==> src/hw/scrd_pkg.sv <==
// Shared constants for the synthesizer configuration register decode block
package scrd_pkg;

  // Serial word framing
  localparam int unsigned WORD_BITS = 32;
  localparam int unsigned SEL_LSB   = 0;
  localparam int unsigned SEL_MSB   = 2;

  // Register select codes
  localparam logic [2:0] SEL_INT_FRACTION_NUMERATOR  = 3'h0;
  localparam logic [2:0] SEL_PHASE_MOD = 3'h1;
  localparam logic [2:0] SEL_REF_CP    = 3'h2;
  localparam logic [2:0] SEL_CLK_DIV   = 3'h3;
  localparam logic [2:0] SEL_OUT_FB    = 3'h4;

  // Integer/fraction register fields
  localparam int unsigned INT_LSB  = 15;
  localparam int unsigned INT_MSB  = 30;
  localparam int unsigned FRACTION_NUMERATOR_LSB = 3;
  localparam int unsigned FRACTION_NUMERATOR_MSB = 14;

  // Phase/modulus register fields
  localparam int unsigned PRESCALER_BIT = 27;
  localparam int unsigned PHASE_LSB     = 15;
  localparam int unsigned PHASE_MSB     = 26;
  localparam int unsigned MOD_LSB       = 3;
  localparam int unsigned MOD_MSB       = 14;

  // Reference / charge pump register fields
  localparam int unsigned NOISE_LSB     = 29;
  localparam int unsigned NOISE_MSB     = 30;
  localparam int unsigned MUX_LSB       = 26;
  localparam int unsigned MUX_MSB       = 28;
  localparam int unsigned DOUBLER_BIT   = 25;
  localparam int unsigned HALVER_BIT    = 24;
  localparam int unsigned RDIV_LSB      = 14;
  localparam int unsigned RDIV_MSB      = 23;
  localparam int unsigned DBUF_BIT      = 13;
  localparam int unsigned CP_LSB        = 9;
  localparam int unsigned CP_MSB        = 12;
  localparam int unsigned LDF_BIT       = 8;
  localparam int unsigned LDP_BIT       = 7;
  localparam int unsigned POL_BIT       = 6;
  localparam int unsigned PDOWN_BIT     = 5;
  localparam int unsigned CP3S_BIT      = 4;
  localparam int unsigned CRESET_BIT    = 3;

  // Clock divider register fields
  localparam int unsigned CSR_BIT       = 18;
  localparam int unsigned CDMODE_LSB    = 15;
  localparam int unsigned CDMODE_MSB    = 16;
  localparam int unsigned CDVAL_LSB     = 3;
  localparam int unsigned CDVAL_MSB     = 14;

  // Output / feedback register fields
  localparam int unsigned FBSEL_BIT     = 23;
  localparam int unsigned ODIV_LSB      = 20;
  localparam int unsigned ODIV_MSB      = 22;

  // Noise modes and clock divider modes
  localparam logic [1:0] NOISE_LOW_NOISE = 2'h0;
  localparam logic [1:0] NOISE_LOW_SPUR  = 2'h3;
  localparam logic [1:0] CDMODE_OFF      = 2'h0;
  localparam logic [1:0] CDMODE_FASTLOCK = 2'h1;
  localparam logic [1:0] CDMODE_RESYNC   = 2'h2;

  // Integer divide minimums per prescaler
  localparam logic [15:0] NMIN_P45 = 16'd23;
  localparam logic [15:0] NMIN_P89 = 16'd75;

  // Reset values of the configuration words
  localparam logic [31:0] RST_WORD   = 32'h0000_0000;
  localparam logic [11:0] RST_MOD    = 12'h002;
  localparam logic [9:0]  RST_RDIV   = 10'h001;

  // Lock detect windows and counts
  localparam int unsigned CLK_PERIOD_NS = 40;
  localparam int unsigned LOCK_WIN_WIDE_NS   = 10;
  localparam int unsigned LOCK_WIN_NARROW_NS = 6;
  localparam int unsigned LOCK_CNT_FRACTION_NUMERATOR = 40;
  localparam int unsigned LOCK_CNT_INT  = 5;

  // Lock detect state
  typedef enum logic [1:0] {
    SCRD_LD_IDLE,
    SCRD_LD_COUNT,
    SCRD_LD_LOCKED
  } scrd_ld_type;

endpackage

==> src/hw/scrd_shift_in.sv <==
// Three-wire serial input shift register with load strobe
`timescale 1ns/1ns
`default_nettype none

module scrd_shift_in
  import scrd_pkg::*;
(
  input  wire logic                 mclk,
  input  wire logic                 rst_n,
  input  wire logic                 ser_clk_pin,
  input  wire logic                 ser_data_pin,
  input  wire logic                 ser_le_pin,
  output logic [scrd_pkg::WORD_BITS-1:0] word_q,
  output logic                      word_valid_q
);

  logic [2:0] clk_s_q;
  logic [1:0] dat_s_q;
  logic [2:0] le_s_q;
  logic [WORD_BITS-1:0] shift_q;

  // Two-flop synchronisers; third stage only for edge detection
  always_ff @(posedge mclk)
  begin
    if (!rst_n)
    begin
      clk_s_q <= 3'h0;
      dat_s_q <= 2'h0;
      le_s_q  <= 3'h0;
    end
    else
    begin
      clk_s_q <= {clk_s_q[1:0], ser_clk_pin};
      dat_s_q <= {dat_s_q[0], ser_data_pin};
      le_s_q  <= {le_s_q[1:0], ser_le_pin};
    end
  end

  // MSB first shift on rising serial clock
  always_ff @(posedge mclk)
  begin
    if (!rst_n)
      shift_q <= RST_WORD;
    else if (clk_s_q[1] && !clk_s_q[2])
      shift_q <= {shift_q[WORD_BITS-2:0], dat_s_q[1]};
  end

  // Latch the word on rising load enable
  always_ff @(posedge mclk)
  begin
    if (!rst_n)
    begin
      word_q       <= RST_WORD;
      word_valid_q <= 1'b0;
    end
    else
    begin
      word_valid_q <= le_s_q[1] && !le_s_q[2];
      if (le_s_q[1] && !le_s_q[2])
        word_q <= shift_q;
    end
  end

endmodule
`default_nettype wire

==> src/hw/scrd_top.sv <==
// Configuration register decode and reference path control of the synthesizer
`timescale 1ns/1ns
`default_nettype none

// What this block does
// RULE1: Code 001 loads phase/modulus, 010 loads reference
// RULE2: Code 011 loads clock divider, 100 output
// RULE3: Prescaler picks 4/5 or 8/9, minimum N
// RULE4: Host keeps phase word below modulus
// RULE5: Twelve-bit fractional modulus field used
// RULE6: Noise bits select dither on or off
// RULE7: Doubler bit doubles reference before divider
// RULE8: Doubler off: falling edge; on: both edges
// RULE9: Halver toggles divider output to 50% duty
// RULE10: Ten-bit reference divider, ratios 1 to 1023
// RULE11: Double-buffer bit defers output divider select
// RULE12: Four-bit charge pump current setting
// RULE13: Lock function bit selects integer/fractional detect
// RULE14: Precision bit sets lock window and count; here the count follows the lock function bit only
// RULE15: Polarity bit sets phase detector sense
// RULE16: Power-down resets counters, lock, outputs
// RULE17: Three-state bit floats charge pump
// RULE18: Counter reset holds both counters
// RULE19: Cycle slip reduction enable bit
// RULE20: Clock divider mode: resync, fast lock, off
// RULE21: Twelve-bit timeout for resync and fast lock
// RULE22: Feedback select: oscillator direct or divided
// RULE23: Buffered fields commit on integer word
// RULE24: Code 000 loads integer/fraction register
// RULE25: Words are 32 bits, select bits lowest
module scrd_top
  import scrd_pkg::*;
#(
  parameter int unsigned RDIV_W  = 10,
  parameter int unsigned MOD_W   = 12,
  parameter int unsigned CDVAL_W = 12
)
(
  input  wire logic         mclk,
  input  wire logic         rst_n,
  input  wire logic         ser_clk_pin,
  input  wire logic         ser_data_pin,
  input  wire logic         ser_le_pin,
  input  wire logic         reference_input,
  input  wire logic         fb_in_window,
  output logic              phase_detector_ref_q,
  output logic              ref_edge_q,
  output logic              dither_en_q,
  output logic              prescaler_select_q,
  output logic              int_below_min_q,
  output logic [11:0]       fraction_numerator_q,
  output logic [MOD_W-1:0]  fractional_modulus_q,
  output logic [11:0]       phase_word_q,
  output logic [2:0]        test_mux_output_q,
  output logic [3:0]        cp_current_q,
  output logic              cp_three_state_q,
  output logic              pd_polarity_q,
  output logic              counters_reset_q,
  output logic              osc_enable_q,
  output logic              rf_out_enable_q,
  output logic              lock_detect_q,
  output logic              cycle_slip_reduction_q,
  output logic [1:0]        clkdiv_mode_q,
  output logic              clkdiv_timeout_q,
  output logic              feedback_direct_q,
  output logic [2:0]        out_div_sel_q
);

  localparam int unsigned WIN_WIDE_CYC =
    (LOCK_WIN_WIDE_NS + CLK_PERIOD_NS - 1) / CLK_PERIOD_NS;
  localparam int unsigned WIN_NARROW_CYC =
    (LOCK_WIN_NARROW_NS + CLK_PERIOD_NS - 1) / CLK_PERIOD_NS;

  logic [WORD_BITS-1:0] word;
  logic                 word_valid;
  logic [2:0]           sel;

  // Pending (written) copies of buffered fields
  logic [11:0]       phase_pend_q;
  logic [MOD_W-1:0]  mod_pend_q;
  logic              pre_pend_q;
  logic [RDIV_W-1:0] rdiv_pend_q;
  logic              dbl_pend_q;
  logic              half_pend_q;
  logic [2:0]        odiv_pend_q;
  // Active copies
  logic [RDIV_W-1:0] rdiv_q;
  logic              dbl_q;
  logic              half_q;
  logic [15:0]       int_q;
  // Immediate configuration bits
  logic [1:0]        noise_q;
  logic              dbuf_q;
  logic              ldf_q;
  logic              ldp_q;
  logic              pdown_q;
  logic              cp3s_q;
  logic              creset_q;
  logic [CDVAL_W-1:0] cdval_q;

  scrd_shift_in u_shift
  (
    .mclk         (mclk),
    .rst_n        (rst_n),
    .ser_clk_pin  (ser_clk_pin),
    .ser_data_pin (ser_data_pin),
    .ser_le_pin   (ser_le_pin),
    .word_q       (word),
    .word_valid_q (word_valid)
  );

  // RULE25: select bits lowest
  assign sel = word[SEL_MSB:SEL_LSB];

  // RULE1: phase and modulus load
  always_ff @(posedge mclk)
  begin
    if (!rst_n)
    begin
      phase_pend_q <= 12'h001;
      mod_pend_q   <= MOD_W'(RST_MOD);
      pre_pend_q   <= 1'b0;
    end
    else if (word_valid && sel == SEL_PHASE_MOD)
    begin
      phase_pend_q <= word[PHASE_MSB:PHASE_LSB];
      // RULE5: twelve-bit modulus
      mod_pend_q   <= word[MOD_LSB +: MOD_W];
      pre_pend_q   <= word[PRESCALER_BIT];
    end
  end

  // RULE1: reference and charge pump load
  always_ff @(posedge mclk)
  begin
    if (!rst_n)
    begin
      noise_q           <= NOISE_LOW_NOISE;
      test_mux_output_q <= 3'h0;
      dbl_pend_q        <= 1'b0;
      half_pend_q       <= 1'b0;
      rdiv_pend_q       <= RDIV_W'(RST_RDIV);
      dbuf_q            <= 1'b0;
      cp_current_q      <= 4'h0;
      ldf_q             <= 1'b0;
      ldp_q             <= 1'b0;
      pd_polarity_q     <= 1'b1;
      pdown_q           <= 1'b0;
      cp3s_q            <= 1'b0;
      creset_q          <= 1'b0;
    end
    else if (word_valid && sel == SEL_REF_CP)
    begin
      noise_q           <= word[NOISE_MSB:NOISE_LSB];
      test_mux_output_q <= word[MUX_MSB:MUX_LSB];
      dbl_pend_q        <= word[DOUBLER_BIT];
      half_pend_q       <= word[HALVER_BIT];
      // RULE10: ten-bit ratio
      rdiv_pend_q       <= word[RDIV_LSB +: RDIV_W];
      dbuf_q            <= word[DBUF_BIT];
      // RULE12: charge pump current
      cp_current_q      <= word[CP_MSB:CP_LSB];
      ldf_q             <= word[LDF_BIT];
      ldp_q             <= word[LDP_BIT];
      // RULE15: detector polarity
      pd_polarity_q     <= word[POL_BIT];
      pdown_q           <= word[PDOWN_BIT];
      cp3s_q            <= word[CP3S_BIT];
      creset_q          <= word[CRESET_BIT];
    end
  end

  // RULE2: clock divider load
  always_ff @(posedge mclk)
  begin
    if (!rst_n)
    begin
      cycle_slip_reduction_q <= 1'b0;
      clkdiv_mode_q          <= CDMODE_OFF;
      cdval_q                <= '0;
    end
    else if (word_valid && sel == SEL_CLK_DIV)
    begin
      // RULE19: slip reduction enable
      cycle_slip_reduction_q <= word[CSR_BIT];
      // RULE20: divider mode
      clkdiv_mode_q          <= word[CDMODE_MSB:CDMODE_LSB];
      cdval_q                <= word[CDVAL_LSB +: CDVAL_W];
    end
  end

  // RULE2: output and feedback load
  always_ff @(posedge mclk)
  begin
    if (!rst_n)
    begin
      feedback_direct_q <= 1'b0;
      odiv_pend_q       <= 3'h0;
    end
    else if (word_valid && sel == SEL_OUT_FB)
    begin
      // RULE22: feedback source
      feedback_direct_q <= word[FBSEL_BIT];
      odiv_pend_q       <= word[ODIV_MSB:ODIV_LSB];
    end
  end

  // RULE24: integer word commits buffered fields
  always_ff @(posedge mclk)
  begin
    if (!rst_n)
    begin
      int_q                <= 16'h0;
      fraction_numerator_q <= 12'h0;
      phase_word_q         <= 12'h001;
      fractional_modulus_q <= MOD_W'(RST_MOD);
      prescaler_select_q   <= 1'b0;
      rdiv_q               <= RDIV_W'(RST_RDIV);
      dbl_q                <= 1'b0;
      half_q               <= 1'b0;
    end
    else if (word_valid && sel == SEL_INT_FRACTION_NUMERATOR)
    begin
      int_q                <= word[INT_MSB:INT_LSB];
      fraction_numerator_q <= word[FRACTION_NUMERATOR_MSB:FRACTION_NUMERATOR_LSB];
      // RULE23: commit buffered fields
      phase_word_q         <= phase_pend_q;
      fractional_modulus_q <= mod_pend_q;
      prescaler_select_q   <= pre_pend_q;
      rdiv_q               <= rdiv_pend_q;
      dbl_q                <= dbl_pend_q;
      half_q               <= half_pend_q;
    end
  end

  // RULE11: output divider buffering
  always_ff @(posedge mclk)
  begin
    if (!rst_n)
      out_div_sel_q <= 3'h0;
    else if (!dbuf_q)
      out_div_sel_q <= odiv_pend_q;
    else if (word_valid && sel == SEL_INT_FRACTION_NUMERATOR)
      out_div_sel_q <= odiv_pend_q;
  end

  // RULE3: minimum integer check
  always_ff @(posedge mclk)
  begin
    if (!rst_n)
      int_below_min_q <= 1'b0;
    else
      int_below_min_q <= int_q < (prescaler_select_q ? NMIN_P89 : NMIN_P45);
  end

  // RULE6: dither follows noise mode
  always_ff @(posedge mclk)
  begin
    if (!rst_n)
      dither_en_q <= 1'b0;
    else
      dither_en_q <= (noise_q == NOISE_LOW_SPUR);
  end

  // RULE16: power-down effects; RULE17: three-state
  always_ff @(posedge mclk)
  begin
    if (!rst_n)
    begin
      cp_three_state_q <= 1'b0;
      osc_enable_q     <= 1'b1;
      rf_out_enable_q  <= 1'b1;
      counters_reset_q <= 1'b0;
    end
    else
    begin
      cp_three_state_q <= cp3s_q || pdown_q;
      osc_enable_q     <= !pdown_q;
      rf_out_enable_q  <= !pdown_q;
      // RULE18: hold both counters
      counters_reset_q <= creset_q || pdown_q;
    end
  end

  // Reference input synchroniser
  logic [2:0] ref_s_q;
  always_ff @(posedge mclk)
  begin
    if (!rst_n)
      ref_s_q <= 3'h0;
    else
      ref_s_q <= {ref_s_q[1:0], reference_input};
  end

  // RULE7: doubler gives both edges; RULE8: active edges
  logic ref_tick;
  assign ref_tick = dbl_q ? (ref_s_q[1] ^ ref_s_q[2]) : (!ref_s_q[1] && ref_s_q[2]);

  // RULE10: reference divider counter
  logic [RDIV_W-1:0] rcnt_q;
  logic              rdiv_tick;
  assign rdiv_tick = ref_tick && (rcnt_q + 1'b1 >= rdiv_q);
  always_ff @(posedge mclk)
  begin
    if (!rst_n || counters_reset_q)
      rcnt_q <= '0;
    else if (ref_tick)
      rcnt_q <= rdiv_tick ? '0 : rcnt_q + 1'b1;
  end

  // RULE9: halver toggle stage
  always_ff @(posedge mclk)
  begin
    if (!rst_n || counters_reset_q)
    begin
      phase_detector_ref_q <= 1'b0;
      ref_edge_q           <= 1'b0;
    end
    else
    begin
      ref_edge_q <= rdiv_tick && (!half_q || phase_detector_ref_q);
      if (rdiv_tick)
        phase_detector_ref_q <= half_q ? !phase_detector_ref_q : 1'b1;
      else if (!half_q)
        phase_detector_ref_q <= 1'b0;
    end
  end

  // RULE13: mode select; RULE14: window and count
  logic [5:0]  lock_need;
  logic        win_narrow;
  assign win_narrow = ldf_q ? !ldp_q : ldp_q;
  assign lock_need  = ldf_q ? 6'(LOCK_CNT_INT) : 6'(LOCK_CNT_FRACTION_NUMERATOR);

  // Window width in clocks (internal; only gates the step from idle to counting)
  logic [1:0] win_cyc;
  assign win_cyc = win_narrow ? 2'(WIN_NARROW_CYC) : 2'(WIN_WIDE_CYC);

  scrd_ld_type ld_state_q;
  logic [5:0]  ld_cnt_q;
  always_ff @(posedge mclk)
  begin
    if (!rst_n || pdown_q)
    begin
      ld_state_q    <= SCRD_LD_IDLE;
      ld_cnt_q      <= '0;
      lock_detect_q <= 1'b0;
    end
    else if (ref_edge_q)
    begin
      unique case (ld_state_q)
        SCRD_LD_IDLE:
        begin
          ld_cnt_q   <= 6'h01;
          ld_state_q <= (fb_in_window && win_cyc != 2'h0) ? SCRD_LD_COUNT : SCRD_LD_IDLE;
        end
        SCRD_LD_COUNT:
        begin
          if (!fb_in_window)
          begin
            ld_cnt_q   <= '0;
            ld_state_q <= SCRD_LD_IDLE;
          end
          else if (ld_cnt_q + 6'h01 >= lock_need)
          begin
            ld_state_q    <= SCRD_LD_LOCKED;
            lock_detect_q <= 1'b1;
          end
          else
            ld_cnt_q <= ld_cnt_q + 6'h01;
        end
        SCRD_LD_LOCKED:
        begin
          if (!fb_in_window)
          begin
            ld_state_q    <= SCRD_LD_IDLE;
            lock_detect_q <= 1'b0;
          end
        end
      endcase
    end
  end

  // RULE21: timeout timer for resync and fast lock
  logic [CDVAL_W-1:0] cd_cnt_q;
  always_ff @(posedge mclk)
  begin
    if (!rst_n || clkdiv_mode_q == CDMODE_OFF || (word_valid && sel == SEL_INT_FRACTION_NUMERATOR))
    begin
      cd_cnt_q         <= '0;
      clkdiv_timeout_q <= 1'b0;
    end
    else if (ref_edge_q && !clkdiv_timeout_q)
    begin
      cd_cnt_q <= cd_cnt_q + 1'b1;
      if (cd_cnt_q + 1'b1 >= cdval_q)
        clkdiv_timeout_q <= 1'b1;
    end
  end

endmodule
`default_nettype wire

==> config.mk <==
export PLATFORM = sky130hd
export DESIGN_NAME = scrd_top
export DESIGN_NICKNAME = d
export VERILOG_FILES = /design/src/hw/scrd_pkg.sv /design/src/hw/scrd_shift_in.sv /design/src/hw/scrd_top.sv
export SDC_FILE = /design/constraint.sdc
export NUM_CORES = 1
export LEC_CHECK = 0
export BUFFER_PORTS_ARGS = -buffer_cell sky130_fd_sc_hd__buf_2
export CAP_MARGIN = 20
export CORE_UTILIZATION = 53
export DETAILED_ROUTE_END_ITERATION = 8
export PLACE_DENSITY = 0.71
export RECOVER_POWER = 100
export REMOVE_ABC_BUFFERS = 1
export SLEW_MARGIN = 10
export SYNTH_ARGS = -nofsm -noshare
export SYNTH_HDL_FRONTEND = slang
export SYNTH_SLANG_ARGS = --single-unit
==> constraint.sdc <==
create_clock -name mclk -period 2.78 [get_ports mclk]
set_input_delay 0.417 -clock mclk [delete_from_list [all_inputs] [get_ports mclk]]
set_output_delay 0.417 -clock mclk [all_outputs]
set_load 0.005 [all_outputs]
==> qor.csv, run 1 <==
metric;value;unit
grt_pass1_wl;37740;um
die_x;143.3;um
syn_area_per_cell;8.421;um^2
grt_setup_unrepaired;false;
pin_count;69;
cts_max_path_buffers;3;
cp.required;3.24;ns
antenna_found_initial;1;
worstMarginPinSlew;1.674;ns
status;finished with violations;
nNetsFinal;1340;
stdcell_count;1578;
dieArea;20520;um^2
drtIter0Drc;476;
critical_path_class;reg -> reg;
grt_pass1_vias;7704;
hold_viol;0;
regArea;5047;um^2
multi_input_area;5104;um^2
wire_per_inst;14.05;um
timing.fmax;391.9;MHz
powerDensity;621.9;nW/um^2
ys.flop_type;dfxtp_1;
synthDistinctLibCells;55;
grt_usage;22.51;%
firstDrtPassIters;5;
drive_above_1_share;8.149;%
num_rows;51;
slowest_stage;dfxtp_1;
start_util;54.17;%
n_fill_cell;1745;
grt_remaining_overflow;0;
critPathMaxFanout;6;
vias;8204;
p_total;7.424;mW
place_area;11100;um^2
ant_nets;0;
ys_async_sr_fraction;0;%
grt_start_max_net_pins;105;
path_clk_slew;0.06;ns
arrival;3.01;ns
cp_cell_sequence;and3_1, nand3_2, nor3_2, xnor2_1, inv_1, ha_1, and2_1, a221oi_1, buf_4, o22a_1, mux2i_1;
post_cts_buffers;0;
syn2layout_area_growth;12.87;%
fin_area;11940;um^2
cpPeakStageDelay;0.41;ns
insertedDiodeCount;0;
leakage;4.161;nW
ys_warn_count;0;
wl;22170;um
synth_enable_flop_cells;0;
die_h;143.3;um
synth_seq_cells;252;
ys_seq_area_share;47.70;%
clk_latency;0.53;ns
violations;max-capacitance violations, max-slew violations;
setup_violations;0;
syn_area;10580;um^2
clock_skew;0.009014;ns
cts_buffers;27;
cts_tree;built;
hold_class;in -> reg;
hpwlAfterDp;13960;um
port_buffers;68;
timing.final.crit_share;91.80;%
cap_violations;1;
start_kind;flop;
synthesis.instances;1256;
place_congestion;0.8461;
place_inst;1531;
drc_errors;0;
slew_violations;105;
coreArea;19530;um^2
root_buffer;clkbuf_16;
end_kind;flop;
max_slew_margin;-11.62;%
drt-vias-per-instance;5.199;
min_period;2.552;ns
cts.sinks;252;
cts_htree_levels;1;
vdd_ir_drop_max;0.0004801;V
postLayoutCoreUtil;61.14;%
==> flip-flops by register name, summed over array words and instances (netlist names), 4 cells and up <==
signal and flops:
phase_pend_q 12, rdiv_pend_q 10, mod_pend_q 12, u_shift.word_q 31
cp_current_q 4, phase_word_q 12, fractional_modulus_q 12, cd_cnt_q 12
fraction_numerator_q 12, rcnt_q 10, u_shift.shift_q 31, cdval_q 12
ld_cnt_q 6, rdiv_q 10, int_q 16
==> metal layers <==
metal	track usage, %	share of wire (%)	up-vias
met2	36.84	45	113
met3	2.918	3.6	29
li1	-	-	4226
met1	31.48	50	3836
met5	0	0	-
met4	5.207	1.6	0
==> final timing paths <==
| path | to | slack [ns] | from | cells past startpoint |
|---|---|---|---|---|
| worst min-delay path | u_shift.clk_s_q[0] | 0.1 | ser_clk_pin | 2 |
| worst min register to register | u_shift.dat_s_q[1] | 0.44 | u_shift.dat_s_q[0] | 1 |
| worst max-delay path | phase_detector_ref_q | 0.23 | rcnt_q[4] | 11 |
| worst max register to register | phase_detector_ref_q | 0.23 | rcnt_q[4] | 11 |
==> cell type report <==
type / count / area share, %
timing repair buffer: 89 / 3.689
clock buffer: 37 / 6.477
multi-input combinational: 896 / 42.75
tap: 265 / 2.777
sequential: 252 / 42.28
inverter: 30 / 0.9433
clock inverter: 9 / 1.080
==> power breakdown <==
group,switching (mW),internal [mW]
logic,0.106,0.0621
clock network,1.42,2.21
registers,0.00536,3.62
==> worst max-delay path, delay by kind of cell (launching register included) <==
family / cells / cell delay [ns]
fa+ha+maj: 1 / 0.29
xor+xnor: 1 / 0.17
buf+inv: 2 / 0.27
flops: 1 / 0.41
simple gates: 4 / 0.70
compound gates: 2 / 0.46
mux: 1 / 0.18
==> cell usage after synthesis, types with 3 or more instances <==
library cell  number  share of area (%)
a21boi_0         190                 13
a21o_1             4               0.28
a21oi_1           13               0.62
a32o_1             3               0.28
and2_1            14               0.83
and3_1             8               0.47
buf_2             17               0.80
clkbuf_1          57                2.0
dfxtp_1          252                 48
ha_1              37                4.4
inv_1             30                1.1
mux2i_1            8               0.76
nand2_1          423                 15
nand2b_1          10               0.59
nand3_1           35                1.7
nand4_1            5               0.30
nor2_1            22               0.78
nor2b_1           15               0.89
nor3_1             7               0.33
nor3b_1            5               0.35
nor4_1             6               0.35
o21a_1             3               0.21
o21ai_0           13               0.62
o21ai_1            3               0.14
o221ai_1           4               0.33
o31ai_1            4               0.28
or2_2              4               0.24
xnor2_1           17                1.4
xor2_1            14                1.2
==> stage by stage <==
step                 TNS, ns  setup WS [ns]  hold WS, ns
finish                     0         0.2281      0.09502
global route               0        0.02376      0.08000
CTS                        0         0.1416      0.07533
detailed placement         0         0.1495       0.4191
global placement           0         0.2654       0.4134
floorplan           -0.02468       -0.02468       0.4037
==> cell families after synthesis <==
logic type      share of synthesized area [%]
buf+inv                                 4.081
xor+xnor                                2.567
compound gates                          17.61
mux                                    0.9937
fa+ha+maj                               4.377
simple gates                            22.67
flops                                   47.70
==> what timing repair did <==
| action | in CTS | in global routing |
|---|---|---|
| gates resized for setup | 0 | 5 |
| setup endpoints to repair | 0 | 5 |
| hold buffers | 0 | 0 |
==> cell usage in the layout (no fill, tap or decap), drive strengths merged, types with 4 or more instances in the layout <==
cell type	n
a21boi	190
nor3	7
nor2b	15
a21o	4
o21ai	17
or2	4
xor2	14
nand2	423
nor2	23
o31ai	5
nor4	6
nand3	35
nand2b	10
buf	47
xnor2	17
mux2i	9
o221ai	4
and2	14
ha	37
clkbuf	79
a21oi	13
dfxtp	252
and3	9
inv	31
nand4	5
nor3b	5
(Power assumes the default switching activity.)
==> inputs of run 2 (changes only) <==
- PLACE_DENSITY: 0.71 -> 0.74
- clock period: 2.78 -> 2.3 ns (I/O delays scaled with it)
==> qor.csv, run 2 (synthesis results as in run 1) <==
metric;value;unit
postLayoutCoreUtil;63.62;%
timing.final.crit_share;99.92;%
cts_max_path_buffers;3;
clk_latency;0.52;ns
r2r_cells;12;
cp.required;2.76;ns
drc_errors;0;
rrSetupSlack;0.002;ns
violations;max-capacitance violations, max-slew violations;
critPathMaxFanout;5;
root_buffer;clkbuf_16;
start_util;54.17;%
path_clk_slew;0.06;ns
place_congestion;0.8518;
cts_buffers;26;
drtIter0Drc;384;
vias;8290;
reg_top3;u_shift.shift_q (31), u_shift.word_q (31), int_q (16);
wire_per_inst;14.21;um
insertedDiodeCount;0;
layout_common_cells;nand2_1 (423), dfxtp_1 (245), a21boi_0 (190);
end_kind;flop;
grt_start_max_net_pins;73;
ant_nets;0;
powerDensity;685.7;nW/um^2
critical_path_class;reg -> reg;
arrival;2.76;ns
die_h;143.3;um
hp-start;ser_clk_pin;
place_area;11350;um^2
hold_class;in -> reg;
slew_violations;100;
syn2layout_area_growth;17.46;%
timing.fmax;435.1;MHz
min_path_cells;2;
final_common_cell;nand2_1;
worstMarginPinSlew;1.821;ns
fin_hold_ws;0.02584;ns
coreArea;19530;um^2
setup_violations;0;
hold_viol;0;
hold_end;u_shift.clk_s_q[0];
wl;22880;um
cts_htree_levels;1;
place_worst_setup_slack;-0.1367;ns
grt_remaining_overflow;0;
vdd_ir_drop_max;0.0005041;V
grt_usage;22.59;%
drive_above_1_share;12.94;%
start_kind;flop;
crit-reg2reg-launch;rcnt_q[4];
dieArea;20520;um^2
fin_area;12420;um^2
hpwlAfterDp;14590;um
cts_tree;built;
port_buffers;68;
grt_setup_unrepaired;true;
timing.rr.end;rcnt_q[4];
leakage;4.379;nW
antenna_found_initial;1;
grt_pass1_vias;7839;
fin_ws;0.001774;ns
nNetsFinal;1373;
status;finished with violations;
drt-vias-per-instance;5.149;
cap_violations;2;
min_period;2.298;ns
max_slew_margin;-21.37;%
clock_skew;0.01560;ns
die_x;143.3;um
num_rows;51;
pin_count;69;
grt_pass1_wl;37810;um
cts.sinks;252;
p_total;8.518;mW
firstDrtPassIters;5;
## run 2: cell types whose count changed in the layout (fill, tap and decap cells not counted), moves of 5 or more
cell      before  now
buf_4         11   42
ha_1          37   30
xnor2_1       17   11
and2_1        13    8
clkbuf_1      42   47
dfxtp_1      250  245
## run 2: worst max-delay path, cell delays in order (launching register included)
cell      delay [ns]
dfxtp_1         0.34
buf_4           0.14
nand4_1         0.15
or2_4           0.29
xnor2_2         0.15
ha_2            0.18
a21o_1          0.19
a221oi_2        0.24
buf_4           0.18
buf_4           0.11
buf_4           0.09
o221ai_1        0.10
nand2_1         0.08
## run 2: per-stage QoR
step / setup TNS, ns / std cells
global placement: -0.2995 / 1560
finish: 0 / 1610
CTS: 0 / 1605
floorplan: -5.036 / 1178
detailed placement: -0.7448 / 1560
global route: -0.8723 / 1610
## run 2: final cells by class
class                           instances  area [um^2]
Fill cell                            1736         7103
Multi-Input combinational cell        896         5391
Sequential cell                       252         5059
Clock buffer                           38        767.0
Timing Repair Buffer                  123        729.5
Tap cell                              265        331.6
Inverter                               30        112.6
Clock inverter                          6        32.53
## run 2: metal layers
layer  GRT usage [%]  up-vias  routed length [um]
met5               0        -                  17
met3           3.186       23                 867
met2           38.41      132               10880
met1           30.20     3842               10820
met4           5.319        2                 295
li1                -     4291                   -
## run 2: repair_timing
action / in CTS / in global routing
gates resized for setup: 17 / 46
hold buffers: 0 / 0
setup buffers: 1 / 5
pin swaps: 9 / 21
endpoints found under the setup margin: 16 / 21
## run 2: worst max path at each step
| stage | startpoint | end |
|---|---|---|
| 2_1_floorplan | u_shift.word_q[0] | clkdiv_timeout_q |
| 3_3_place_gp | rcnt_q[1] | rcnt_q[7] |
| 3_5_place_dp | rcnt_q[1] | rcnt_q[7] |
| 4_1_cts | rcnt_q[1] | phase_detector_ref_q |
| 5_1_grt | rcnt_q[4] | rcnt_q[4] |
| 6_report | rcnt_q[4] | rcnt_q[4] |
## run 2: where the power goes
group	internal (mW)	leakage (nW)	switching, mW
Sequential	4.38	2.04	0.00582
Combinational	0.0834	1.95	0.131
Clock	2.29	0.395	1.63
==> inputs of run 3 (changes only) <==
- GPL_TIMING_DRIVEN: unset -> 0
==> qor.csv, run 3 (synthesis results as in run 1) <==
metric;value;unit
cpPeakStageDelay;0.37;ns
final_common_cell;nand2_1;
max_slew_margin;47.70;%
grt_pass1_vias;7629;
clk_latency;0.53;ns
hold_viol;0;
fin_ws;-0.01490;ns
dieArea;20520;um^2
cp.required;2.75;ns
min_path_cells;2;
place_congestion;0.8394;
start_kind;flop;
cts.sinks;252;
cts_tree;built;
num_rows;51;
cts_buffers;26;
cts_htree_levels;1;
drive_above_1_share;15.58;%
cts_max_path_buffers;3;
setup_violations;1;
timing.fmax;432.0;MHz
crit-reg2reg-launch;rcnt_q[1];
vias;8294;
firstDrtPassIters;5;
hold_end;u_shift.dat_s_q[0];
crit_family;compound AO/OA/AOI/OAI gates;
grt_remaining_overflow;0;
port_buffers;68;
cp_cell_sequence;ha_4, nand4_1, or2_4, xnor2_2, ha_2, a21o_1, a221oi_4, buf_6, o22a_1, mux2i_1;
critPathMaxFanout;4;
stdcell_count;1587;
drtIter0Drc;396;
start_util;54.17;%
cap_violations;0;
slew_violations;0;
hpwlAfterDp;13370;um
powerDensity;713.6;nW/um^2
hold_buffers;0;
violations;negative setup slack;
place_worst_setup_slack;-0.7166;ns
insertedDiodeCount;0;
min_period;2.315;ns
drt-vias-per-instance;5.226;
wl;22480;um
wire_per_inst;14.17;um
layout_common_cells;nand2_1 (422), dfxtp_1 (239), a21boi_0 (190);
timing.final.crit_share;100.6;%
vdd_ir_drop_max;0.0006657;V
grt_pass1_wl;36560;um
die_x;143.3;um
timing.rr.end;phase_detector_ref_q;
pin_count;69;
hp-start;ser_data_pin;
ant_nets;0;
r2r_cells;10;
hold_class;in -> reg;
die_h;143.3;um
reg_top3;u_shift.shift_q (31), u_shift.word_q (31), int_q (16);
grt_start_max_net_pins;127;
finalSetupTns;-0.01490;ns
path_buf_inv;1;
p_total;8.941;mW
nNetsFinal;1346;
status;finished with violations;
root_buffer;clkbuf_16;
arrival;2.76;ns
coreArea;19530;um^2
antenna_found_initial;0;
grt_setup_unrepaired;true;
place_inst;1516;
rrSetupSlack;-0.01;ns
drc_errors;0;
syn2layout_area_growth;18.48;%
slowest_stage;dfxtp_4;
grt_usage;21.82;%
critical_path_class;reg -> reg;
clock_skew;0.01411;ns
leakage;4.495;nW
path_clk_slew;0.06;ns
worstMarginPinSlew;0.7845;ns
end_kind;flop;
## run 3: worst max-delay path by stage
stage / start / end / slack, ns / cells after the start
3_5_place_dp: rcnt_q[4] / rcnt_q[9] / -0.72 / 10
4_1_cts: rcnt_q[0] / phase_detector_ref_q / -0.10 / 11
2_1_floorplan: u_shift.word_q[0] / clkdiv_timeout_q / -0.50 / 5
3_3_place_gp: rst_n / clkdiv_timeout_q / -2.26 / 4
6_report: rcnt_q[1] / phase_detector_ref_q / -0.01 / 10
5_1_grt: rcnt_q[6] / ref_edge_q / -0.15 / 10
## run 3: metrics by stage
step / util (%) / cell area [um^2] / hold WS (ns)
2_1_floorplan: - / 10260 / 0.4037
3_3_place_gp: 55.97 / 10930 / 0.4130
3_5_place_dp: 56.62 / 11060 / 0.4218
4_1_cts: 62.76 / 12250 / 0.009327
5_1_grt: 64.17 / 12530 / 0.01403
6_report: 64.17 / 12530 / 0.02371
## run 3: repair_timing
action                                  4_1_cts  5_1_grt
gates cloned                                  0        0
endpoints found under the setup margin       29       34
setup buffers                                11       10
gates resized for setup                      46       35
pin swaps                                    15       21
## run 3: power by group
part | switching, mW | internal, mW | total (mW)
combinational | 0.127 | 0.0766 | 0.204
clock | 1.71 | 2.65 | 4.36
sequential | 0.00735 | 4.37 | 4.38
total | 1.84 | 7.10 | 8.94
## run 3: cell type report
cell class                      instances  area, um^2
Fill cell                            1682        6995
Clock inverter                         10       107.6
Clock buffer                           38       807.0
Multi-Input combinational cell        896        5450
Inverter                               30       112.6
Timing Repair Buffer                   96       645.6
Sequential cell                       252        5076
Tap cell                              265       331.6
## run 3: worst reg2reg max path, cell delays in order (launching register included)
cell and delay, ns:
dfxtp_4 0.37, ha_4 0.15, nand4_1 0.12, or2_4 0.28, xnor2_2 0.15, ha_2 0.18
a21o_1 0.20, a221oi_4 0.28, buf_6 0.16, o22a_1 0.17, mux2i_1 0.18
## run 3: routing by layer
layer | global-route usage (%) | wire [um] | up-vias | share of wire (%)
met2 | 37.59 | 10870 | 120 | 48
li1 | - | - | 4248 | -
met1 | 28.84 | 10600 | 3907 | 47
met4 | 5.207 | 248 | 0 | 1.1
met3 | 2.951 | 765 | 19 | 3.4
met5 | 0 | 0 | - | 0
